### src/shared/gdmp_map.svh
// Constants for the gate driver mode and protection block
`ifndef GDMP_MAP_SVH
`define GDMP_MAP_SVH

// ---------------------------------------------------------------
// Clock and times
// ---------------------------------------------------------------
`define GDMP_CLK_MHZ 250
`define GDMP_WAKE_FILT_US 100
`define GDMP_RUN_FILT_US 500
`define GDMP_BLANK_NS 5000
`define GDMP_TRIP_FILT_NS 1000
`define GDMP_OC_FILT_NS 10000
`define GDMP_WAKE_FILT_CYC (`GDMP_WAKE_FILT_US * `GDMP_CLK_MHZ)
`define GDMP_RUN_FILT_CYC (`GDMP_RUN_FILT_US * `GDMP_CLK_MHZ)
`define GDMP_BLANK_CYC ((`GDMP_BLANK_NS * `GDMP_CLK_MHZ + 999) / 1000)
`define GDMP_TRIP_FILT_CYC ((`GDMP_TRIP_FILT_NS * `GDMP_CLK_MHZ) / 1000)
`define GDMP_OC_FILT_CYC ((`GDMP_OC_FILT_NS * `GDMP_CLK_MHZ) / 1000)

// ---------------------------------------------------------------
// Register offsets and fields
// ---------------------------------------------------------------
`define GDMP_OFS_CTRL 12'h000
`define GDMP_OFS_STATUS 12'h004
`define GDMP_OFS_GAIN 12'h008
`define GDMP_CTRL_RST 4'h0
`define GDMP_ST_MODE_LSB 0
`define GDMP_ST_FLAG_LOW 2
`define GDMP_ST_FLAG_HIGH 3
`define GDMP_ST_BRANCH_LSB 4
`define GDMP_ST_OC 7
`define GDMP_ST_GS_UV 8
`define GDMP_ST_VDD_GOOD 9

`endif

### src/shared/gdmp_pkg.sv
// Types for the gate driver mode and protection block
`default_nettype none

package gdmp_pkg;

  typedef enum logic [1:0] {
    GDMP_SLEEP   = 2'b00,
    GDMP_WAKEUP  = 2'b01,
    GDMP_STANDBY = 2'b10,
    GDMP_RUN     = 2'b11
  } gdmp_mode_t;

  typedef logic [17:0] gdmp_cnt_t;

endpackage : gdmp_pkg

`default_nettype wire

### src/core/gdmp_core.sv
// Mode control, gate interlock and protection of the gate driver
`include "gdmp_map.svh"
`default_nettype none

// Contract
// - Power-up in sleep, switch node off, gates low
// - Wake high 100 us before leaving sleep
// - Both flags high during startup, 500 us
// - Sleep after run and wake low 500 us
// - Sleep switches off both regulators
// - Standby while run low, gates off
// - Leave run only after run low 500 us, or at once on overtemp shutdown
// - Wake low in standby leads to sleep
// - Run high keeps device active without wake
// - Standby and sleep: gates low, comparators off
// - Never high and low side together
// - Short monitor enabled 5 us after command
// - Filtered trip disables branch, both flags high
// - Short fault latched until run goes low
// - Gate supply undervoltage: drivers off, low flag
// - Supply reset indication: both flags high
// - Wake-up completes only with gate supply good
// - Sense select: supply, phase 1, 2, 3
// - Gain settings fixed on entering run
// - Flags encode none, uv, temp, short
module gdmp_core #(
  parameter int unsigned WAKE_FILT_CYC = `GDMP_WAKE_FILT_CYC,
  parameter int unsigned RUN_FILT_CYC = `GDMP_RUN_FILT_CYC
) (
  input wire logic pclk,
  input wire logic presetn,
  input wire logic psel,
  input wire logic penable,
  input wire logic pwrite,
  input wire logic [11:0] paddr,
  input wire logic [31:0] pwdata,
  output logic [31:0] prdata,
  output logic pready,
  output logic pslverr,
  input wire logic wake_in,
  input wire logic run_req,
  input wire logic [2:0] high_side_cmd,
  input wire logic [2:0] low_side_cmd,
  input wire logic sense_select_bit0,
  input wire logic sense_select_bit1,
  input wire logic gate_supply_uv,
  input wire logic supply_good,
  input wire logic supply_por,
  input wire logic overtemp_warn,
  input wire logic overtemp_off,
  input wire logic overcurrent,
  input wire logic [5:0] drain_source_trip,
  output logic [2:0] high_side_gate_out,
  output logic [2:0] low_side_gate_out,
  output logic [5:0] short_monitor_en,
  output logic fault_flag_low,
  output logic fault_flag_high,
  output logic buck_enable,
  output logic regulator_enable,
  output logic buck_switch_node_hiz,
  output logic [1:0] phase_sense_sel,
  output logic phase_sense_to_gnd,
  output logic [3:0] sense_gain,
  output gdmp_pkg::gdmp_mode_t drive_mode
);
  import gdmp_pkg::*;

  localparam int unsigned NSYNC = 22;
  localparam gdmp_cnt_t WAKE_LIM = gdmp_cnt_t'(WAKE_FILT_CYC);
  localparam gdmp_cnt_t RUN_LIM = gdmp_cnt_t'(RUN_FILT_CYC);
  localparam gdmp_cnt_t BLANK_LIM = gdmp_cnt_t'(`GDMP_BLANK_CYC);
  localparam gdmp_cnt_t TRIP_LIM = gdmp_cnt_t'(`GDMP_TRIP_FILT_CYC);
  localparam gdmp_cnt_t OC_LIM = gdmp_cnt_t'(`GDMP_OC_FILT_CYC);

  function automatic gdmp_cnt_t sat_inc(input gdmp_cnt_t c,
                                        input gdmp_cnt_t lim);
    sat_inc = (c >= lim) ? c : c + 18'h00001;
  endfunction : sat_inc

  // -------------------------------------------------------------
  // Input synchronisers
  // -------------------------------------------------------------
  logic [NSYNC-1:0] sync1_q;
  logic [NSYNC-1:0] sync2_q;
  logic [NSYNC-1:0] raw_in;

  always_comb begin
    raw_in = {overcurrent, drain_source_trip, overtemp_off, overtemp_warn,
              supply_por, supply_good, gate_supply_uv, sense_select_bit1,
              sense_select_bit0, low_side_cmd, high_side_cmd, run_req,
              wake_in};
  end

  always_ff @(posedge pclk or negedge presetn) begin
    if (!presetn) begin
      sync1_q <= '0;
      sync2_q <= '0;
    end else begin
      sync1_q <= raw_in;
      sync2_q <= sync1_q;
    end
  end

  logic wake_s;
  logic run_s;
  logic [5:0] cmd_s;
  logic [1:0] sel_s;
  logic gs_uv_s;
  logic vdd_good_s;
  logic por_s;
  logic otw_s;
  logic oto_s;
  logic [5:0] trip_s;
  logic oc_s;

  always_comb begin
    wake_s = sync2_q[0];
    run_s = sync2_q[1];
    cmd_s = sync2_q[7:2];
    sel_s = sync2_q[9:8];
    gs_uv_s = sync2_q[10];
    vdd_good_s = sync2_q[11];
    por_s = sync2_q[12];
    otw_s = sync2_q[13];
    oto_s = sync2_q[14];
    trip_s = sync2_q[20:15];
    oc_s = sync2_q[21];
  end

  // -------------------------------------------------------------
  // Filter counters and mode machine
  // -------------------------------------------------------------
  gdmp_mode_t mode_q, mode_d;
  gdmp_cnt_t wake_cnt_q, wake_cnt_d;
  gdmp_cnt_t idle_cnt_q, idle_cnt_d;
  gdmp_cnt_t rlow_cnt_q, rlow_cnt_d;
  gdmp_cnt_t start_cnt_q, start_cnt_d;
  logic [3:0] ctrl_q, ctrl_d;
  logic [3:0] gain_q, gain_d;

  always_comb begin
    wake_cnt_d = wake_s ? sat_inc(wake_cnt_q, WAKE_LIM) : '0;
    idle_cnt_d = (!wake_s && !run_s) ? sat_inc(idle_cnt_q, RUN_LIM) : '0;
    rlow_cnt_d = !run_s ? sat_inc(rlow_cnt_q, RUN_LIM) : '0;
    start_cnt_d = (mode_q == GDMP_WAKEUP) ?
                  sat_inc(start_cnt_q, RUN_LIM) : '0;
    mode_d = mode_q;
    gain_d = gain_q;
    unique case (mode_q)
      GDMP_SLEEP: begin
        if (wake_cnt_q >= WAKE_LIM) mode_d = GDMP_WAKEUP;
      end
      GDMP_WAKEUP: begin
        if (oto_s || idle_cnt_q >= RUN_LIM) mode_d = GDMP_SLEEP;
        else if (vdd_good_s && !gs_uv_s && start_cnt_q >= RUN_LIM)
          mode_d = GDMP_STANDBY;
      end
      GDMP_STANDBY: begin
        if (oto_s || idle_cnt_q >= RUN_LIM) mode_d = GDMP_SLEEP;
        else if (run_s) mode_d = GDMP_RUN;
      end
      GDMP_RUN: begin
        if (oto_s) mode_d = GDMP_SLEEP;
        else if (rlow_cnt_q >= RUN_LIM) mode_d = GDMP_STANDBY;
      end
    endcase
    if (mode_q != GDMP_RUN && mode_d == GDMP_RUN) gain_d = ctrl_q;
  end

  always_ff @(posedge pclk or negedge presetn) begin
    if (!presetn) begin
      mode_q <= GDMP_SLEEP;
      wake_cnt_q <= '0;
      idle_cnt_q <= '0;
      rlow_cnt_q <= '0;
      start_cnt_q <= '0;
      gain_q <= `GDMP_CTRL_RST;
    end else begin
      mode_q <= mode_d;
      wake_cnt_q <= wake_cnt_d;
      idle_cnt_q <= idle_cnt_d;
      rlow_cnt_q <= rlow_cnt_d;
      start_cnt_q <= start_cnt_d;
      gain_q <= gain_d;
    end
  end

  // -------------------------------------------------------------
  // Gate drive, blanking and short-circuit latch
  // -------------------------------------------------------------
  gdmp_cnt_t blank_q [6];
  gdmp_cnt_t blank_d [6];
  gdmp_cnt_t deb_q [6];
  gdmp_cnt_t deb_d [6];
  gdmp_cnt_t oc_cnt_q, oc_cnt_d;
  logic oc_q, oc_d;
  logic [2:0] branch_q, branch_d;
  logic [5:0] mon_en;
  logic [5:0] hit;
  logic [5:0] gate_q, gate_d;
  logic run_mode;

  always_comb begin
    run_mode = (mode_q == GDMP_RUN);
    for (int i = 0; i < 6; i++) begin
      blank_d[i] = (run_mode && cmd_s[i]) ?
                   sat_inc(blank_q[i], BLANK_LIM) : '0;
      mon_en[i] = run_mode && gate_q[i] && (blank_q[i] >= BLANK_LIM);
      deb_d[i] = (mon_en[i] && trip_s[i]) ? sat_inc(deb_q[i], TRIP_LIM) : '0;
      hit[i] = mon_en[i] && trip_s[i] && (deb_q[i] >= TRIP_LIM);
    end
    oc_cnt_d = (run_mode && oc_s) ? sat_inc(oc_cnt_q, OC_LIM) : '0;
    oc_d = (oc_q && run_s) || (run_mode && oc_cnt_q >= OC_LIM);
    branch_d = (branch_q & {3{run_s}}) | hit[2:0] | hit[5:3];
    for (int p = 0; p < 3; p++) begin
      gate_d[p] = run_mode && !gs_uv_s && !oc_d && !branch_d[p]
                  && cmd_s[p] && !cmd_s[p+3];
      gate_d[p+3] = run_mode && !gs_uv_s && !oc_d && !branch_d[p]
                    && cmd_s[p+3] && !cmd_s[p];
    end
  end

  always_ff @(posedge pclk or negedge presetn) begin
    if (!presetn) begin
      for (int i = 0; i < 6; i++) begin
        blank_q[i] <= '0;
        deb_q[i] <= '0;
      end
      oc_cnt_q <= '0;
      oc_q <= 1'b0;
      branch_q <= 3'h0;
      gate_q <= 6'h00;
    end else begin
      for (int i = 0; i < 6; i++) begin
        blank_q[i] <= blank_d[i];
        deb_q[i] <= deb_d[i];
      end
      oc_cnt_q <= oc_cnt_d;
      oc_q <= oc_d;
      branch_q <= branch_d;
      gate_q <= gate_d;
    end
  end

  // -------------------------------------------------------------
  // Fault flags, supplies and sense path
  // -------------------------------------------------------------
  logic [1:0] flags_q, flags_d;
  logic [5:0] mon_q;
  logic [2:0] sup_q, sup_d;
  logic [1:0] sel_q;
  logic gnd_q, gnd_d;

  always_comb begin
    if (mode_q == GDMP_SLEEP) flags_d = 2'h0;
    else if (por_s) flags_d = 2'h3;
    else if (mode_q == GDMP_WAKEUP) flags_d = 2'h3;
    else if (run_mode && (oc_q || (|branch_q))) flags_d = 2'h3;
    else if (otw_s) flags_d = 2'h2;
    else if (gs_uv_s) flags_d = 2'h1;
    else flags_d = 2'h0;
    sup_d = (mode_d == GDMP_SLEEP) ? 3'b100 : 3'b011;
    gnd_d = (sel_s == 2'b00) && !wake_s;
  end

  always_ff @(posedge pclk or negedge presetn) begin
    if (!presetn) begin
      flags_q <= 2'h0;
      mon_q <= 6'h00;
      sup_q <= 3'b100;
      sel_q <= 2'b00;
      gnd_q <= 1'b1;
    end else begin
      flags_q <= flags_d;
      mon_q <= mon_en;
      sup_q <= sup_d;
      sel_q <= sel_s;
      gnd_q <= gnd_d;
    end
  end

  // -------------------------------------------------------------
  // APB register slave
  // -------------------------------------------------------------
  logic [31:0] rdata_q, rdata_d;
  logic hit_ctrl;
  logic hit_any;
  logic [31:0] status_w;

  always_comb begin
    hit_ctrl = (paddr == `GDMP_OFS_CTRL);
    hit_any = hit_ctrl || (paddr == `GDMP_OFS_STATUS)
              || (paddr == `GDMP_OFS_GAIN);
    status_w = 32'h00000000;
    status_w[`GDMP_ST_MODE_LSB +: 2] = mode_q;
    status_w[`GDMP_ST_FLAG_LOW] = flags_q[0];
    status_w[`GDMP_ST_FLAG_HIGH] = flags_q[1];
    status_w[`GDMP_ST_BRANCH_LSB +: 3] = branch_q;
    status_w[`GDMP_ST_OC] = oc_q;
    status_w[`GDMP_ST_GS_UV] = gs_uv_s;
    status_w[`GDMP_ST_VDD_GOOD] = vdd_good_s;
    ctrl_d = ctrl_q;
    if (psel && penable && pwrite && hit_ctrl) ctrl_d = pwdata[3:0];
    rdata_d = rdata_q;
    if (psel && !penable) begin
      if (paddr == `GDMP_OFS_CTRL) rdata_d = {28'h0000000, ctrl_q};
      else if (paddr == `GDMP_OFS_STATUS) rdata_d = status_w;
      else if (paddr == `GDMP_OFS_GAIN) rdata_d = {28'h0000000, gain_q};
      else rdata_d = 32'h00000000;
    end
  end

  always_ff @(posedge pclk or negedge presetn) begin
    if (!presetn) begin
      ctrl_q <= `GDMP_CTRL_RST;
      rdata_q <= 32'h00000000;
    end else begin
      ctrl_q <= ctrl_d;
      rdata_q <= rdata_d;
    end
  end

  // -------------------------------------------------------------
  // Outputs
  // -------------------------------------------------------------
  always_comb begin
    prdata = rdata_q;
    pready = 1'b1;
    pslverr = psel && penable && !hit_any;
    high_side_gate_out = gate_q[2:0];
    low_side_gate_out = gate_q[5:3];
    short_monitor_en = mon_q;
    fault_flag_low = flags_q[0];
    fault_flag_high = flags_q[1];
    buck_enable = sup_q[0];
    regulator_enable = sup_q[1];
    buck_switch_node_hiz = sup_q[2];
    phase_sense_sel = sel_q;
    phase_sense_to_gnd = gnd_q;
    sense_gain = gain_q;
    drive_mode = mode_q;
  end

endmodule : gdmp_core

`default_nettype wire

### config.mk
export PLATFORM = sky130hd
export DESIGN_NAME = gdmp_core
export DESIGN_NICKNAME = d
export VERILOG_FILES = /design/src/shared/gdmp_pkg.sv /design/src/core/gdmp_core.sv
export VERILOG_INCLUDE_DIRS = /design/src /design/src/shared
export SDC_FILE = /design/constraint.sdc
export NUM_CORES = 1
export LEC_CHECK = 0
export ABC_AREA = 1
export BUFFER_PORTS_ARGS = -buffer_cell sky130_fd_sc_hd__buf_4
export CORE_MARGIN = 5
export CORE_UTILIZATION = 50
export DETAILED_ROUTE_END_ITERATION = 10
export PLACE_DENSITY = 0.77
export SYNTH_ARGS = -nofsm -noshare
export SYNTH_HDL_FRONTEND = slang
export SYNTH_SLANG_ARGS = --single-unit
export TNS_END_PERCENT = 10
### constraint.sdc
create_clock -name pclk -period 2.2 [get_ports pclk]
set_input_delay 0.22 -clock pclk [delete_from_list [all_inputs] [get_ports pclk]]
set_output_delay 0.22 -clock pclk [all_outputs]
set_load 0.01 [all_outputs]
---- Word-level counts from Yosys, hierarchy flattened ----
Index checks and enable logic that the tools add are counted.
storage, ports and cells
  register bits after elaboration ......... 416
  logic and storage cells ................. 230
  input port bits ......................... 71
operators by class
  $add $sub $neg .......................... 17
  bitwise logic cells ..................... 3
  reduce and logical (&&, ||, !) cells .... 86
  order comparisons ....................... 17
  muxes and demuxes ....................... 52
  equality and inequality tests ........... 24
operator list
  kind                   number
  $mux 18                34
  $add 18x1->18 const B  17
  $ge 18x11->1 const B   6
  $ge 18x8->1 const B    6
  $logic_and 1x1->1      61
  $ge 18x17->1 const B   3
  $ne 2x2->1 const B     18
  $mux 2                 12
  $mux 10                2
  $ge 18x12->1 const B   1
  $ge 18x15->1 const B   1
  $logic_not 1->1        15
  $eq 12x3->1 const B    1
  $eq 12x4->1 const B    1
  $logic_not 12->1       1
  $pmux 2 s4             1
  $eq 2x2->1 const B     3
  $logic_not 2->1        3
  $or 3x3->3             2
  $logic_or 1x1->1       5
  $mux 4                 1
  $and 3x3->3            1
  $mux 3                 1
  $reduce_or 3->1        1
  other kinds (2)        2

---- Logic depth before layout (Yosys ltp) ----
  depth after elaboration ................. 11
  mapped depth ............................ 14
  mapped depth without buffers ............ 14

---- Worst setup path before layout ----
OpenSTA, ideal clock, no wires.
  kind .................................... register to register
  from .................................... register blank_q[54] in the netlist's numbering
  to ...................................... register blank_q[58] in the netlist's numbering
  required time ........................... 2.081 ns
  cell stages (with the launch flop) ...... 14
  buffers on the path ..................... 1
  library setup time ...................... 0.119 ns
  period minus slack after synthesis ...... 1.603 ns
  arrival time ............................ 1.484 ns
  setup slack ............................. 0.597 ns
  path through ............................ dfrtp_1 -> inv_1 -> ha_1 -> nor2_1 -> nand3_1 -> nand2_1 -> nand2_1 -> nand2_1 -> nand2_1 -> buf_6 -> nor3_1 -> nand3_1 -> nand2_1 -> nor2_1
between the ends
  cells in the longest elaborated chain, start to end .. 3
  elaborated cells on any way between the ends .. 5
  classes of those cells .................. add/sub (1); order compare (1); eq/ne (1); mux (2)
ends and longest elaborated chain
  element                            RTL line          RTL
  from (decl)                        gdmp_core.sv:191  gdmp_cnt_t blank_q [6];
  from (signal, indexed assignment)  gdmp_core.sv:235  blank_q[i] <= blank_d[i];
  $add 18x1->18                      gdmp_core.sv:77   sat_inc = (c >= lim) ? c : c + 18'h00001;
  $mux 18                            gdmp_core.sv:77
  $mux 18                            gdmp_core.sv:206  blank_d[i] = (run_mode && cmd_s[i]) ?
Parallel ways exist; a longest one is shown, timed or not. The select of a mux whose other input is x is not followed.
A chain may end at the register's enable or synchronous reset.

---- Worst setup path after layout ----
Same ends and word-level chain as after synthesis.

==> results_dict.tcl <==
set metrics [dict create \
    status "completed" \
    routed_wirelength_um 36900 \
    critPathKind "flop to flop" \
    dpl.cell_count 2734 \
    intPower_mw 11.8 \
    crit_chain "inv_1 -> ha_1 -> nor2_1 -> nand3_1 -> nand2_1 -> nand2_1 -> nand2_1 -> nand2_2 -> nor3_1 -> nand3_1 -> nand2_1 -> nor2_1" \
    fin_crit_sh_pct 88.2 \
    crit_family "simple AND/OR/NAND/NOR gates" \
    pwr-share-clk_pct 48.4 \
    drtPass1Iterations 5 \
    synth_seq_cells 393 \
    fp-row-count 70 \
    clock_latency_ns 0.56 \
    grtUsageTotal_pct 18.3 \
    io_buffers 79 \
    cts_buffer_depth 3 \
    gr-total-overflow 0 \
    die_w_um 202 \
    cts_sinks 393 \
    cp_slowest_stage_delay_ns 0.35 \
    clock.fmax_ghz 0.516 \
    holdWs_ns 0.0815 \
    synth_compound_area_share_pct 7.11 \
    endpoint_kind "flop" \
    worst_slew_pin_slew_ns 0.745 \
    numCtsBuffers 44 \
    total_power_mw 15.0 \
    setup_ws_ns 0.261 \
    grt_pass1_wl_um 64700 \
    synthAdderAreaFrac_pct 2.31 \
    synthCells 2195 \
    final_layout_size_suffix_gt1_share_pct 10.4 \
    ant_nets 0 \
    grt_use_met3_pct 2.78 \
    finalClockSkew_ns 0.0161 \
    postSynthAreaPerCell_um2 8.39 \
    post-dp-hpwl_um 25800 \
    setup_violations 0 \
    synthSimpleGateAreaFrac_pct 25.5 \
    synth_top_family_by_area "simple AND/OR/NAND/NOR gates" \
    drc_errors 0 \
    slew_violations 0 \
    num_vias 14395 \
    cts_tree "yes" \
    ys_seq_area_share_pct 53.4 \
    instances_no_fill 2842 \
    register_area_um2 9840 \
    dpl_cell_area_um2 19600 \
    power_density_nw_per_um2 704 \
    num-fill-cells 3045 \
    met1_usage_pct 24.0 \
    worstPathRequired_ns 2.66 \
    critPathBufInv 1 \
    crit_fanout 11 \
    synth_cell_type_count 50 \
    tns_ns 0 \
    hold_depth 3 \
    clk_pin_slew_ns 0.06 \
    grt_busiest_layer "met2" \
    synthXorXnorAreaFrac_pct 2.05 \
    grtUsageMet2_pct 31.5 \
    pre_cts_ws_ns 0.204 \
    initial_core_util_pct 50.4 \
    wl_per_cell_um 13.0 \
    design_area_um2 21300 \
    die_area_um2 40800 \
    combPwrFrac_pct 2.7 \
    htreeDepth 2 \
    area_growth_pct 15.7 \
    startpoint_type "flop" \
    cpMaxStageDelayCell "dfrtp_1" \
    finalHoldViolations 0 \
    netlist_area_um2 18400 \
    cp.arrival_ns 2.39 \
    core-area_um2 36500 \
    grt_max_degree 64 \
    final_common_cell "dfrtp_1" \
    r2r_cells 12 \
    cpMostUsedCell "nand2_1" \
    ios 131 \
    vias_per_cell 5.07 \
    die_h_um 202 \
    p_leak_nw 9.57 \
    finish.utilization_pct 58.3 \
    clock_tree.root_cell "clkbuf_16" \
    synth_edf_count 0 \
    num_antenna_cells 0 \
    synthFlopType "dfrtp_1" \
    grt_pass1_vias 14349 \
    p_sw_share_pct 21.5 \
    multi_input_area_um2 6890 \
    place_congestion 0.907 \
    rsz0062_at_grt "false" \
    antenna_found_initial 0 \
    p_seq_share_pct 48.9 \
    mostFrequentLayoutCells "391 x dfrtp_1, 362 x inv_1, 358 x nor2_1" \
    switching_power_mw 3.23 \
    drv_cap 0 \
    slew_headroom_pct 50.3 \
    drt_iter0_drc 861 \
    yosysWarningCount 0 \
    async_flop_share_pct 100 \
    hold_class "primary input to flop" \
    fin_crit_ns 1.94 \
    ir_drop_v 0.000507 \
    synthMuxAreaShare_pct 0 \
    fin_nets 2444 \
    cp_num_cells 12 \
]
==> cell usage after synthesis, types with 2 or more instances <==
cell	n	share of area [%]
dfrtp_1	391	53
inv_1	362	7.4
nor2_1	358	7.3
nand2_1	348	7.1
nand3_1	140	3.8
o21ai_0	120	3.3
nor3_1	84	2.3
a21oi_1	61	1.7
nand4_1	56	1.9
xor2_1	37	1.8
ha_1	34	2.3
buf_4	30	1.2
o31ai_1	18	0.73
nand2_2	15	0.51
buf_2	13	0.35
inv_2	13	0.26
nor2_2	12	0.41
nor4_1	12	0.41
clkbuf_1	8	0.16
a31oi_1	7	0.24
nand3_2	6	0.33
o21a_1	6	0.24
xnor2_1	6	0.29
nand2_4	5	0.31
nor3_2	5	0.27
o21ai_1	5	0.14
o22ai_1	5	0.17
a41oi_1	4	0.19
buf_6	4	0.24
nor2_4	3	0.18
and3_1	2	0.068
conb_1	2	0.041
dfstp_2	2	0.29
nor3b_1	2	0.082
o21bai_1	2	0.082
o41ai_1	2	0.095
or2_1	2	0.068
==> cell type report <==
class	count	share of cell area, %
timing repair buffer	132	5.30
sequential	393	46.2
tap	468	2.75
inverter	375	6.61
multi-input combinational	1393	32.3
clock buffer	64	6.04
clock inverter	17	0.828
==> flip-flops by register name, summed over array words and instances (netlist names), 3 cells and up <==
name / flops
short_monitor_en: 6
sense_gain: 4
sync2_q: 22
gate_q: 6
wake_cnt_q: 18
start_cnt_q: 18
branch_q: 3
idle_cnt_q: 18
deb_q: 108
rlow_cnt_q: 18
blank_q: 108
ctrl_q: 4
sync1_q: 22
oc_cnt_q: 18
prdata: 10
==> per-layer routing <==
layer / up-vias / share of wire [%]
li1: 7216 / -
met1: 6864 / 45
met5: - / 0
met2: 240 / 49
met4: 0 / 2.4
met3: 75 / 3.8
==> worst reg2reg max path, stage by stage (launching register included) <==
cell	delay [ns]
dfrtp_1	0.35
inv_1	0.09
ha_1	0.20
nor2_1	0.11
nand3_1	0.09
nand2_1	0.06
nand2_1	0.05
nand2_1	0.08
nand2_2	0.17
nor3_1	0.33
nand3_1	0.16
nand2_1	0.10
nor2_1	0.04
==> cell families (layout without fill, tap and decap cells) <==
kind of cell             after synthesis  in the layout
AO/OA/AOI/OAI                        236            236
XOR/XNOR                              43             43
flip-flops                           393            393
other                                  2             23
buffers and inverters                430            588
AND/OR/NAND/NOR                     1057           1057
adder cells (fa/ha/maj)               34             34
==> final timing paths <==
path	end	from	slack, ns
worst max-delay path	blank_q[58]	blank_q[54]	0.26
worst min-delay path	ctrl_q[1]	pwrite	0.08
worst max register to register	blank_q[58]	blank_q[54]	0.26
worst min register to register	sync2_q[20]	sync1_q[20]	0.35
max in group asynchronous	blank_q[100]	presetn	1.21
min in group asynchronous	start_cnt_q[5]	presetn	0.19
==> what timing repair did <==
item,CTS,global route
hold buffers,27,0
resized for setup,0,1
setup buffers,0,0
hold endpoints to repair,81,0
endpoints found under the setup margin,0,3
==> power groups by stage <==
stage / clock [mW] / combinational (mW) / sequential, mW
after floorplan: 0 / 0.126 / 7.45
after global placement: 0 / 0.364 / 7.46
after detailed placement: 0 / 0.375 / 7.47
after CTS: 7.43 / 0.415 / 7.34
after global routing: 7.74 / 0.462 / 7.34
final: 7.26 / 0.401 / 7.34
(Power assumes the default switching activity.)
